[config.mk]
export PLATFORM = sky130hd
export DESIGN_NAME = pcoic_top
export DESIGN_NICKNAME = d
export VERILOG_FILES = /design/src/core/pcoic_pkg.sv /design/src/core/pcoic_top.sv
export SDC_FILE = /design/constraint.sdc
export NUM_CORES = 1
export LEC_CHECK = 0
export ABC_AREA = 1
export BUFFER_PORTS_ARGS = -buffer_cell sky130_fd_sc_hd__buf_4
export CORE_ASPECT_RATIO = 1.2
export CORE_UTILIZATION = 52
export CTS_BUF_LIST = sky130_fd_sc_hd__clkbuf_8
export CTS_CLUSTER_DIAMETER = 60
export DETAILED_ROUTE_END_ITERATION = 10
export GPL_TIMING_DRIVEN = 0
export MAX_ROUTING_LAYER = met4
export PLACE_DENSITY = 0.81
export REMOVE_ABC_BUFFERS = 1
export SYNTH_ARGS = -nofsm -noshare
export SYNTH_HDL_FRONTEND = slang
export SYNTH_SLANG_ARGS = --single-unit
[constraint.sdc]
create_clock -name aclk -period 3.4 [get_ports aclk]
set_clock_uncertainty 0.2 [all_clocks]
set_input_delay 0.34 -clock aclk [delete_from_list [all_inputs] [get_ports aclk]]
set_output_delay 0.34 -clock aclk [all_outputs]
set_load 0.02 [all_outputs]
[src/core/pcoic_pkg.sv]
package pcoic_pkg;

  // ==========================================================
  // Register map (byte addresses, one aligned word each)
  // ==========================================================
  localparam logic [11:0] OFF_CLK_CTL = 12'h01C; // Clock output control
  localparam logic [11:0] OFF_RSV_A = 12'h020; // Reserved, reads zero
  localparam logic [11:0] OFF_IRQ_CTL = 12'h024; // Interrupt pin control
  localparam logic [11:0] OFF_RSV_B = 12'h028; // Reserved, reads zero
  localparam logic [11:0] OFF_INT_STATUS = 12'h030; // Sticky event status
  localparam logic [11:0] OFF_INT_CLEAR = 12'h034; // Write one to clear
  localparam logic [11:0] OFF_INT_ENABLE = 12'h038; // Event enables
  localparam logic [11:0] OFF_PORT_T = 12'h240; // Port T data

  // ==========================================================
  // Field positions
  // ==========================================================
  localparam int BIT_IRQ_EDGE = 7; // Edge select in interrupt pin control
  localparam int BIT_IRQ_CONNECT = 6; // Pin connect in interrupt pin control
  localparam int INT_PIN_FALL = 0; // Event: falling edge seen on the pin
  localparam int INT_WRITE_LOCKED = 1; // Event: blocked edge-select write
  localparam int INT_W = 2; // Number of event bits

  // ==========================================================
  // Reset values
  // ==========================================================
  localparam logic [7:0] CLK_CTL_RST_NORMAL = 8'hC0;
  localparam logic [7:0] CLK_CTL_RST_SPECIAL = 8'h40;
  localparam logic [7:0] IRQ_CTL_RST = 8'h00;
  localparam logic [7:0] PORT_T_RST = 8'h00;
  localparam logic [7:0] RSV_READ = 8'h00;

  // ==========================================================
  // Port T alternative function map
  // ==========================================================
  localparam logic [7:0] PWM_PINS = 8'h31; // Pins 5, 4 and 0
  localparam logic [7:0] API_PINS = 8'h20; // Pin 5 only

  // ==========================================================
  // Timing
  // ==========================================================
  localparam int CLK_PERIOD_NS = 10; // aclk at 100 MHz
  localparam int BUS_PERIOD_NS = 40; // Internal bus clock period
  localparam int BUS_HALF_CYC = BUS_PERIOD_NS / (2 * CLK_PERIOD_NS);
  localparam int PREDIV_SHIFT = 4; // Divide by 16 stage

  // ==========================================================
  // Bus responses
  // ==========================================================
  localparam logic [1:0] RESP_OKAY = 2'h0;
  localparam logic [1:0] RESP_SLVERR = 2'h2;

  // ==========================================================
  // Types
  // ==========================================================
  // Clock output control layout, bit 7 down to bit 0
  typedef struct packed {
    logic bus_clock_out_disable;
    logic double_clock_out_disable;
    logic sixteen_prediv_enable;
    logic [4:0] clock_out_divider;
  } pcoic_clk_ctl_t;

  // Alternative functions competing for Port T pins
  typedef struct packed {
    logic [7:0] timer_en;
    logic [7:0] timer_val;
    logic [7:0] pwm_en;
    logic [7:0] pwm_val;
    logic api_en;
    logic api_val;
  } pcoic_alt_t;

endpackage

[src/core/pcoic_top.sv]
`timescale 1ns/10ps

module pcoic_top (
  input wire logic aclk,
  input wire logic aresetn,
  input wire logic [11:0] awaddr,
  input wire logic awvalid,
  output logic awready,
  input wire logic [31:0] wdata,
  input wire logic [3:0] wstrb,
  input wire logic wvalid,
  output logic wready,
  output logic [1:0] bresp,
  output logic bvalid,
  input wire logic bready,
  input wire logic [11:0] araddr,
  input wire logic arvalid,
  output logic arready,
  output logic [31:0] rdata,
  output logic [1:0] rresp,
  output logic rvalid,
  input wire logic rready,
  input wire logic special_mode,
  input wire logic irq_pin,
  input wire logic irq_ack,
  input wire logic [7:0] port_t_dir,
  input wire logic [7:0] port_t_pin_in,
  input wire pcoic_pkg::pcoic_alt_t alt_fn,
  output logic bus_clock_out_pin,
  output logic double_clock_out_pin,
  output logic irq_request,
  output logic [7:0] port_t_out,
  output logic [7:0] port_t_oe,
  output logic irq
);

  // ==========================================================
  // Storage
  // ==========================================================
  pcoic_pkg::pcoic_clk_ctl_t clk_ctl; // Clock output control
  logic irq_edge_select; // Falling edge mode when set
  logic irq_pin_connect; // Pin routed to the interrupt request (irq_request)
  logic irq_edge_written; // Edge select already written once
  logic [7:0] port_t_data_bits; // Port T data register
  logic [pcoic_pkg::INT_W-1:0] int_status; // Sticky events
  logic [pcoic_pkg::INT_W-1:0] int_enable; // Event enables

  // ==========================================================
  // Synchronisers for pins from outside the clock domain
  // ==========================================================
  logic mode_s1; // First stage, read only by second
  logic mode_s2; // Special mode, safe to use
  logic irq_s1; // First stage, read only by second
  logic irq_s2; // Interrupt pin level, safe to use
  logic irq_prev; // Previous pin level for edge detect
  logic [7:0] pin_s1; // First stage, read only by second
  logic [7:0] pin_s2; // Port T buffered inputs

  // Mode strap is left unreset so it settles while reset is held
  always_ff @(posedge aclk) begin
    mode_s1 <= special_mode;
    mode_s2 <= mode_s1;
  end

  // Interrupt pin and Port T pins, idle high and low respectively
  always_ff @(posedge aclk) begin
    if (!aresetn) begin
      irq_s1 <= 1'b1;
      irq_s2 <= 1'b1;
      irq_prev <= 1'b1;
      pin_s1 <= 8'h00;
      pin_s2 <= 8'h00;
    end else begin
      irq_s1 <= irq_pin;
      irq_s2 <= irq_s1;
      irq_prev <= irq_s2;
      pin_s1 <= port_t_pin_in;
      pin_s2 <= pin_s1;
    end
  end

  logic irq_fall; // One-cycle pulse on a falling pin edge
  assign irq_fall = irq_prev & ~irq_s2;

  // ==========================================================
  // AXI4-Lite write channel
  // ==========================================================
  logic [11:0] wr_addr; // Captured write address
  logic [31:0] wr_data; // Captured write data
  logic [3:0] wr_strb; // Captured byte enables
  logic aw_held; // Address captured, waiting for data
  logic w_held; // Data captured, waiting for address
  logic wr_fire; // Both halves present: commit now
  logic wr_lane0; // Low byte lane enabled

  assign wr_fire = aw_held & w_held & ~bvalid;
  assign wr_lane0 = wr_fire & wr_strb[0];

  // Address and data are taken independently, in either order
  always_ff @(posedge aclk) begin
    if (!aresetn) begin
      aw_held <= 1'b0;
      w_held <= 1'b0;
      awready <= 1'b1;
      wready <= 1'b1;
      wr_addr <= 12'h000;
      wr_data <= 32'h0000_0000;
      wr_strb <= 4'h0;
    end else begin
      if (awvalid && awready) begin
        aw_held <= 1'b1;
        awready <= 1'b0;
        wr_addr <= awaddr;
      end else if (bvalid && bready) begin
        aw_held <= 1'b0;
        awready <= 1'b1;
      end
      if (wvalid && wready) begin
        w_held <= 1'b1;
        wready <= 1'b0;
        wr_data <= wdata;
        wr_strb <= wstrb;
      end else if (bvalid && bready) begin
        w_held <= 1'b0;
        wready <= 1'b1;
      end
    end
  end

  // Decode of the write target for the response code
  function automatic logic addr_mapped(input logic [11:0] a);
    addr_mapped = (a == pcoic_pkg::OFF_CLK_CTL) || (a == pcoic_pkg::OFF_RSV_A) ||
                  (a == pcoic_pkg::OFF_IRQ_CTL) || (a == pcoic_pkg::OFF_RSV_B) ||
                  (a == pcoic_pkg::OFF_INT_STATUS) || (a == pcoic_pkg::OFF_INT_CLEAR) ||
                  (a == pcoic_pkg::OFF_INT_ENABLE) || (a == pcoic_pkg::OFF_PORT_T);
  endfunction

  // Write response one cycle after both halves are held
  always_ff @(posedge aclk) begin
    if (!aresetn) begin
      bvalid <= 1'b0;
      bresp <= pcoic_pkg::RESP_OKAY;
    end else if (wr_fire) begin
      bvalid <= 1'b1;
      // Unmapped word: error, nothing stored
      bresp <= addr_mapped(wr_addr) ? pcoic_pkg::RESP_OKAY : pcoic_pkg::RESP_SLVERR;
    end else if (bvalid && bready) begin
      bvalid <= 1'b0;
    end
  end

  // ==========================================================
  // Clock output control register
  // ==========================================================
  // Reset value of the disable bit depends on the mode strap
  always_ff @(posedge aclk) begin
    if (!aresetn) begin
      clk_ctl <= mode_s2 ? pcoic_pkg::CLK_CTL_RST_SPECIAL : pcoic_pkg::CLK_CTL_RST_NORMAL;
    end else if (wr_lane0 && wr_addr == pcoic_pkg::OFF_CLK_CTL) begin
      clk_ctl <= wr_data[7:0];
    end
  end

  // ==========================================================
  // Interrupt pin control register
  // ==========================================================
  logic irq_ctl_wr; // Write to interrupt pin control this cycle
  logic edge_wr_ok; // Edge select may be changed now
  assign irq_ctl_wr = wr_lane0 && (wr_addr == pcoic_pkg::OFF_IRQ_CTL);
  assign edge_wr_ok = mode_s2 | ~irq_edge_written;

  // Connect bit is free; edge select locks after one normal-mode write
  always_ff @(posedge aclk) begin
    if (!aresetn) begin
      irq_edge_select <= pcoic_pkg::IRQ_CTL_RST[pcoic_pkg::BIT_IRQ_EDGE];
      irq_pin_connect <= pcoic_pkg::IRQ_CTL_RST[pcoic_pkg::BIT_IRQ_CONNECT];
      irq_edge_written <= 1'b0;
    end else if (irq_ctl_wr) begin
      irq_pin_connect <= wr_data[pcoic_pkg::BIT_IRQ_CONNECT];
      if (edge_wr_ok) begin
        irq_edge_select <= wr_data[pcoic_pkg::BIT_IRQ_EDGE];
        // Only normal mode consumes the single write
        irq_edge_written <= irq_edge_written | ~mode_s2;
      end
    end
  end

  // ==========================================================
  // Port T data register
  // ==========================================================
  // Writes always land in storage, whatever function owns the pin
  always_ff @(posedge aclk) begin
    if (!aresetn) begin
      port_t_data_bits <= pcoic_pkg::PORT_T_RST;
    end else if (wr_lane0 && wr_addr == pcoic_pkg::OFF_PORT_T) begin
      port_t_data_bits <= wr_data[7:0];
    end
  end

  // ==========================================================
  // Clock outputs
  // ==========================================================
  logic [10:0] half_cnt; // aclk cycles in the current half period
  logic [10:0] half_len; // Half period of the divided clock

  // Half period = bus half period * (divider + 1), times 16 if set
  always_comb begin
    half_len = 11'(({6'h00, clk_ctl.clock_out_divider} + 11'h001) *
                   11'(pcoic_pkg::BUS_HALF_CYC));
    if (clk_ctl.sixteen_prediv_enable) begin
      half_len = 11'(half_len << pcoic_pkg::PREDIV_SHIFT);
    end
  end

  // Divided bus-rate clock; >= keeps a shortened divider from wrapping
  always_ff @(posedge aclk) begin
    if (!aresetn) begin
      half_cnt <= 11'h000;
      bus_clock_out_pin <= 1'b0;
    end else if (clk_ctl.bus_clock_out_disable) begin
      half_cnt <= 11'h000;
      bus_clock_out_pin <= 1'b0;
    end else if (half_cnt >= half_len - 11'h001) begin
      half_cnt <= 11'h000;
      bus_clock_out_pin <= ~bus_clock_out_pin;
    end else begin
      half_cnt <= half_cnt + 11'h001;
    end
  end

  // Double rate: toggles every aclk, twice the bus rate
  always_ff @(posedge aclk) begin
    if (!aresetn) begin
      double_clock_out_pin <= 1'b0;
    end else if (clk_ctl.double_clock_out_disable) begin
      double_clock_out_pin <= 1'b0;
    end else begin
      double_clock_out_pin <= ~double_clock_out_pin;
    end
  end

  // ==========================================================
  // External interrupt request
  // ==========================================================
  logic edge_latch; // Falling edge held until serviced

  // Set wins over acknowledge so a fresh edge is never lost
  always_ff @(posedge aclk) begin
    if (!aresetn) begin
      edge_latch <= 1'b0;
    end else if (irq_edge_select && irq_fall) begin
      edge_latch <= 1'b1;
    end else if (irq_ack) begin
      edge_latch <= 1'b0;
    end
  end

  // Request follows level or latch, only while connected
  always_ff @(posedge aclk) begin
    if (!aresetn) begin
      irq_request <= 1'b0;
    end else if (!irq_pin_connect) begin
      irq_request <= 1'b0;
    end else if (irq_edge_select) begin
      irq_request <= edge_latch;
    end else begin
      irq_request <= ~irq_s2;
    end
  end

  // ==========================================================
  // Port T pin ownership
  // ==========================================================
  logic [7:0] next_out; // Pin value chosen by priority
  logic [7:0] next_oe; // Pin driven by some owner

  // Timer first, then PWM on its pins, then periodic clock, then GPIO
  always_comb begin
    for (int i = 0; i < 8; i++) begin
      if (alt_fn.timer_en[i]) begin
        next_out[i] = alt_fn.timer_val[i];
        next_oe[i] = 1'b1;
      end else if (pcoic_pkg::PWM_PINS[i] && alt_fn.pwm_en[i]) begin
        next_out[i] = alt_fn.pwm_val[i];
        next_oe[i] = 1'b1;
      end else if (pcoic_pkg::API_PINS[i] && alt_fn.api_en) begin
        next_out[i] = alt_fn.api_val;
        next_oe[i] = 1'b1;
      end else begin
        next_out[i] = port_t_data_bits[i];
        next_oe[i] = port_t_dir[i];
      end
    end
  end

  // Registered so pin outputs never glitch on owner changes
  always_ff @(posedge aclk) begin
    if (!aresetn) begin
      port_t_out <= 8'h00;
      port_t_oe <= 8'h00;
    end else begin
      port_t_out <= next_out;
      port_t_oe <= next_oe;
    end
  end

  // ==========================================================
  // Event status, enable and interrupt line
  // ==========================================================
  logic [pcoic_pkg::INT_W-1:0] int_set; // Events this cycle
  logic [pcoic_pkg::INT_W-1:0] int_clr; // Software clears this cycle

  assign int_set[pcoic_pkg::INT_PIN_FALL] = irq_fall;
  assign int_set[pcoic_pkg::INT_WRITE_LOCKED] = irq_ctl_wr & ~edge_wr_ok;
  assign int_clr = (wr_lane0 && wr_addr == pcoic_pkg::OFF_INT_CLEAR) ?
                   wr_data[pcoic_pkg::INT_W-1:0] : '0;

  // Sticky bits: a set in the clearing cycle survives
  always_ff @(posedge aclk) begin
    if (!aresetn) begin
      int_status <= '0;
    end else begin
      int_status <= (int_status & ~int_clr) | int_set;
    end
  end

  // Enable register
  always_ff @(posedge aclk) begin
    if (!aresetn) begin
      int_enable <= '0;
    end else if (wr_lane0 && wr_addr == pcoic_pkg::OFF_INT_ENABLE) begin
      int_enable <= wr_data[pcoic_pkg::INT_W-1:0];
    end
  end

  // Level interrupt, one cycle behind the status
  always_ff @(posedge aclk) begin
    if (!aresetn) begin
      irq <= 1'b0;
    end else begin
      irq <= |(int_status & int_enable);
    end
  end

  // ==========================================================
  // AXI4-Lite read channel
  // ==========================================================
  logic [7:0] rd_byte; // Selected register value
  logic [1:0] rd_resp; // Response for the selected address

  // Read mux; reserved and clear registers answer zero
  always_comb begin
    rd_resp = pcoic_pkg::RESP_OKAY;
    rd_byte = 8'h00;
    unique case (araddr)
      pcoic_pkg::OFF_CLK_CTL: rd_byte = clk_ctl;
      pcoic_pkg::OFF_RSV_A: rd_byte = pcoic_pkg::RSV_READ;
      pcoic_pkg::OFF_RSV_B: rd_byte = pcoic_pkg::RSV_READ;
      pcoic_pkg::OFF_IRQ_CTL: begin
        rd_byte[pcoic_pkg::BIT_IRQ_EDGE] = irq_edge_select;
        rd_byte[pcoic_pkg::BIT_IRQ_CONNECT] = irq_pin_connect;
      end
      pcoic_pkg::OFF_INT_STATUS: rd_byte = 8'(int_status);
      pcoic_pkg::OFF_INT_CLEAR: rd_byte = 8'h00;
      pcoic_pkg::OFF_INT_ENABLE: rd_byte = 8'(int_enable);
      pcoic_pkg::OFF_PORT_T: begin
        // Output pins read storage, input pins read the pin
        rd_byte = (port_t_dir & port_t_data_bits) | (~port_t_dir & pin_s2);
      end
      default: rd_resp = pcoic_pkg::RESP_SLVERR;
    endcase
  end

  // Answer one cycle after the address is taken
  always_ff @(posedge aclk) begin
    if (!aresetn) begin
      arready <= 1'b1;
      rvalid <= 1'b0;
      rdata <= 32'h0000_0000;
      rresp <= pcoic_pkg::RESP_OKAY;
    end else if (arvalid && arready) begin
      arready <= 1'b0;
      rvalid <= 1'b1;
      rdata <= {24'h000000, rd_byte};
      rresp <= rd_resp;
    end else if (rvalid && rready) begin
      rvalid <= 1'b0;
      arready <= 1'b1;
    end
  end

endmodule
==> results.json <==
{
  "r2r_setup_slack_ns": 0.30,
  "placeableCoreArea_um2": 10000,
  "reg2reg_depth": 18,
  "synthTopCellsByArea": "dfxtp_1 40%, nand2_1 9.3%, nor2_1 7.6%",
  "setup.worst_path.end_class": "flip-flop",
  "initial_utilization_pct": 53.5,
  "dpl_cell_area_um2": 6180,
  "drtPass1Iterations": 5,
  "finalMaxSlewViolations": 0,
  "clock-root-buffer": "clkbuf_8",
  "die-area_um2": 10700,
  "setup_viol": 0,
  "hpwl_mm": 8.62,
  "vias_per_cell": 4.96,
  "fmax_ghz": 0.322,
  "cts_resized": 0,
  "worstHoldStart": "alt_fn[0]",
  "fin_area_um2": 7200,
  "synth_cell_type_count": 36,
  "avgSynthCellArea_um2": 7.37,
  "seq_area_um2": 2360,
  "synth_top_area_share_pct": 39.6,
  "vias": 5157,
  "run_status": "complete, no violations",
  "ys_ff_latch": 114,
  "drv_cap": 0,
  "r2r_end": "half_cnt[9]",
  "crit_required_ns": 3.57,
  "grt_usage_pct": 27.5,
  "peakVddDrop_v": 0.000316,
  "antenna_found_initial": 0,
  "post_drt_wl_per_cell_um": 13.2,
  "hp-class": "input port to flip-flop",
  "drt_iter0_drc": 283,
  "n_fill_cell": 747,
  "crit_arrival_ns": 3.28,
  "syn_inst": 726,
  "worstSetupStartpointType": "flip-flop",
  "fp-row-count": 40,
  "synthToLayoutAreaGrowth_pct": 34.6,
  "yosys_warnings": 0,
  "drc": 0,
  "place.gp.congestion": 0.862,
  "fin_util_pct": 72.0,
  "grt_overflow": 0,
  "r2r_start": "clk_ctl[0]",
  "antennaDiodeCount": 0,
  "grt_max_degree": 57,
  "p_per_area_nw_per_um2": 441,
  "period_share_pct": 91.3,
  "insertion_delay_ns": 0.43,
  "period_needed_ns": 3.10,
  "ant_nets": 0,
  "setup_tns_ns": 0,
  "rsz0062_at_grt": "false",
  "multi_input_comb_area_um2": 2430,
  "holdPathEnd": "port_t_out[5]",
  "clock_tree.buffer_depth": 2,
  "htreeDepth": 4,
  "grt_pass1_wl_mm": 22.3,
  "cts_buffers": 17,
  "cts_tree": "built",
  "crit_type": "flip-flop to flip-flop",
  "cp_max_fo": 10,
  "die_height_um": 113,
  "portBuffers": 117,
  "synth-seq-area-share_pct": 44.1,
  "slew_headroom_pct": 19.6,
  "clock_sinks": 114,
  "holdPathStages": 3,
  "die_x_um": 94.6,
  "nets": 1035,
  "ios": 181,
  "synthDominantAreaCellType": "dfxtp_1",
  "p_leak_nw": 3.43,
  "hold_violations": 0,
  "drt-total-wl_mm": 13.7,
  "syn-cell-area_um2": 5350,
  "path_clk_slew_ns": 0.07,
  "drive_gt1_share_pct": 20.1,
  "grt_pass1_vias": 5165,
  "worstMarginPinSlew_ns": 1.19
}
==> cell usage in the layout, fill, tap and decap left out, drive strengths merged, types with 5 or more instances in the layout <==
cell type    instances
dlygate4sd3         60
buf                119
inv                 96
nor2               120
clkinv               7
nand3b               6
dfxtp              106
o21ai               42
nand3               51
ha                  13
nand4                8
clkbuf              20
xor2                 6
nand2              137
edfxtp               8
xnor2                6
a21oi               63
nor3                 5
conb                26
==> cell usage after synthesis <==
cell type and instances:
edfxtp_1 8, o21ai_0 34, xnor2_1 6, and3_1 1, nand4_1 8, dfxtp_1 106
xor2_1 6, nor3_1 4, buf_4 28, nand2_2 5, a21oi_1 60, o21ai_1 6
buf_6 2, buf_2 3, clkbuf_1 12, inv_1 89, nand2_1 132, ha_1 13
o21ai_2 2, a21oi_2 3, nor2_2 7, or2_1 1, nor2_1 109, nor3_2 1
nand3_1 47, mux2i_1 4, buf_1 2, nand3_2 4, or2_2 3, nor2_4 4
conb_1 1, o21a_1 1, inv_2 6, nand3b_1 6, o211ai_1 1, and2_1 1
==> kinds of logic (layout without fill, tap and decap cells) <==
logic type	count (synthesis)	after routing	share of synthesized area (%)
muxes	4	4	0.748
buffers and inverters	142	305	12.3
xor gates and xnor gates	12	12	1.96
adders and majority gates	13	13	3.04
other	1	26	0.0701
AOI/OAI and AO/OA	107	107	10.4
and+or+nand+nor	333	333	27.3
DFF	114	114	44.1
==> sequential cells by signal, indices dropped and copies added, names as in the netlist, 2 cells and up <==
name              cells
wr_addr              12
half_cnt             11
clk_ctl               8
pin_s1                8
pin_s2                8
port_t_data_bits      8
port_t_oe             8
port_t_out            8
rdata                 8
wr_data               8
int_enable            2
int_status            2
==> worst max-delay path by stage <==
stage / from / to / cells past startpoint
floorplan: clk_ctl[0] / half_cnt[0] / 17
global placement: clk_ctl[0] / half_cnt[10] / 17
detailed placement: clk_ctl[0] / half_cnt[3] / 17
CTS: clk_ctl[0] / half_cnt[3] / 16
global route: clk_ctl[0] / half_cnt[9] / 18
finish: clk_ctl[0] / half_cnt[9] / 18
==> what timing repair did <==
item	CTS	global route
setup buffers	0	1
endpoints found under the setup margin	0	11
hold endpoints to repair	49	0
hold buffers	60	0
==> metrics by stage <==
| stage | worst slack (ns) | std cells | power (mW) | hold WS, ns |
|---|---|---|---|---|
| after floorplan | 0.660 | 704 | 1.72 | 0.110 |
| after global placement | 0.335 | 947 | 1.88 | 0.123 |
| after detailed placement | 0.174 | 947 | 1.90 | 0.130 |
| after CTS | 0.174 | 1038 | 3.17 | 0.00694 |
| after global routing | 0.0695 | 1040 | 3.31 | 0.0252 |
| final | 0.295 | 1040 | 3.18 | 0.0209 |
==> critical path, cell delays in order (launching register included) <==
cell and delay (ns):
edfxtp_1 0.50, ha_1 0.29, inv_1 0.06, nand2_1 0.06, nand3_1 0.13, nand3_2 0.10, inv_1 0.06, nand2_1 0.08
nor2_4 0.15, nand2_1 0.08, nand2_1 0.06, nand2_1 0.06, ha_1 0.28, a21oi_1 0.16, o21a_1 0.14, nand3_1 0.12
nand3b_1 0.21, buf_4 0.21, nor2_1 0.09
==> report_power, final <==
part	internal [mW]	switching, mW	leakage (nW)	total, mW
clock network	0.696	0.531	0.206	1.23
logic	0.216	0.269	2.27	0.485
registers	1.42	0.0445	0.953	1.46
total	2.33	0.844	3.43	3.18
==> cell type report <==
class                      count  area share [%]
multi-input combinational    495            33.7
sequential                   114            32.8
timing repair buffer         179            21.0
inverter                      95            4.95
clock buffer                  20            3.82
tap                          126            2.19
clock inverter                11            1.55
==> routing by layer <==
metal | vias up | routed length [um] | track usage, %
li1 | 2597 | - | -
met1 | 2356 | 5420 | 27.7
met2 | 152 | 7200 | 48.1
met3 | 52 | 549 | 6.72
met4 | 0 | 544 | 14.6
met5 | - | 0 | -
Note: power is estimated with default switching activity, not from simulation.
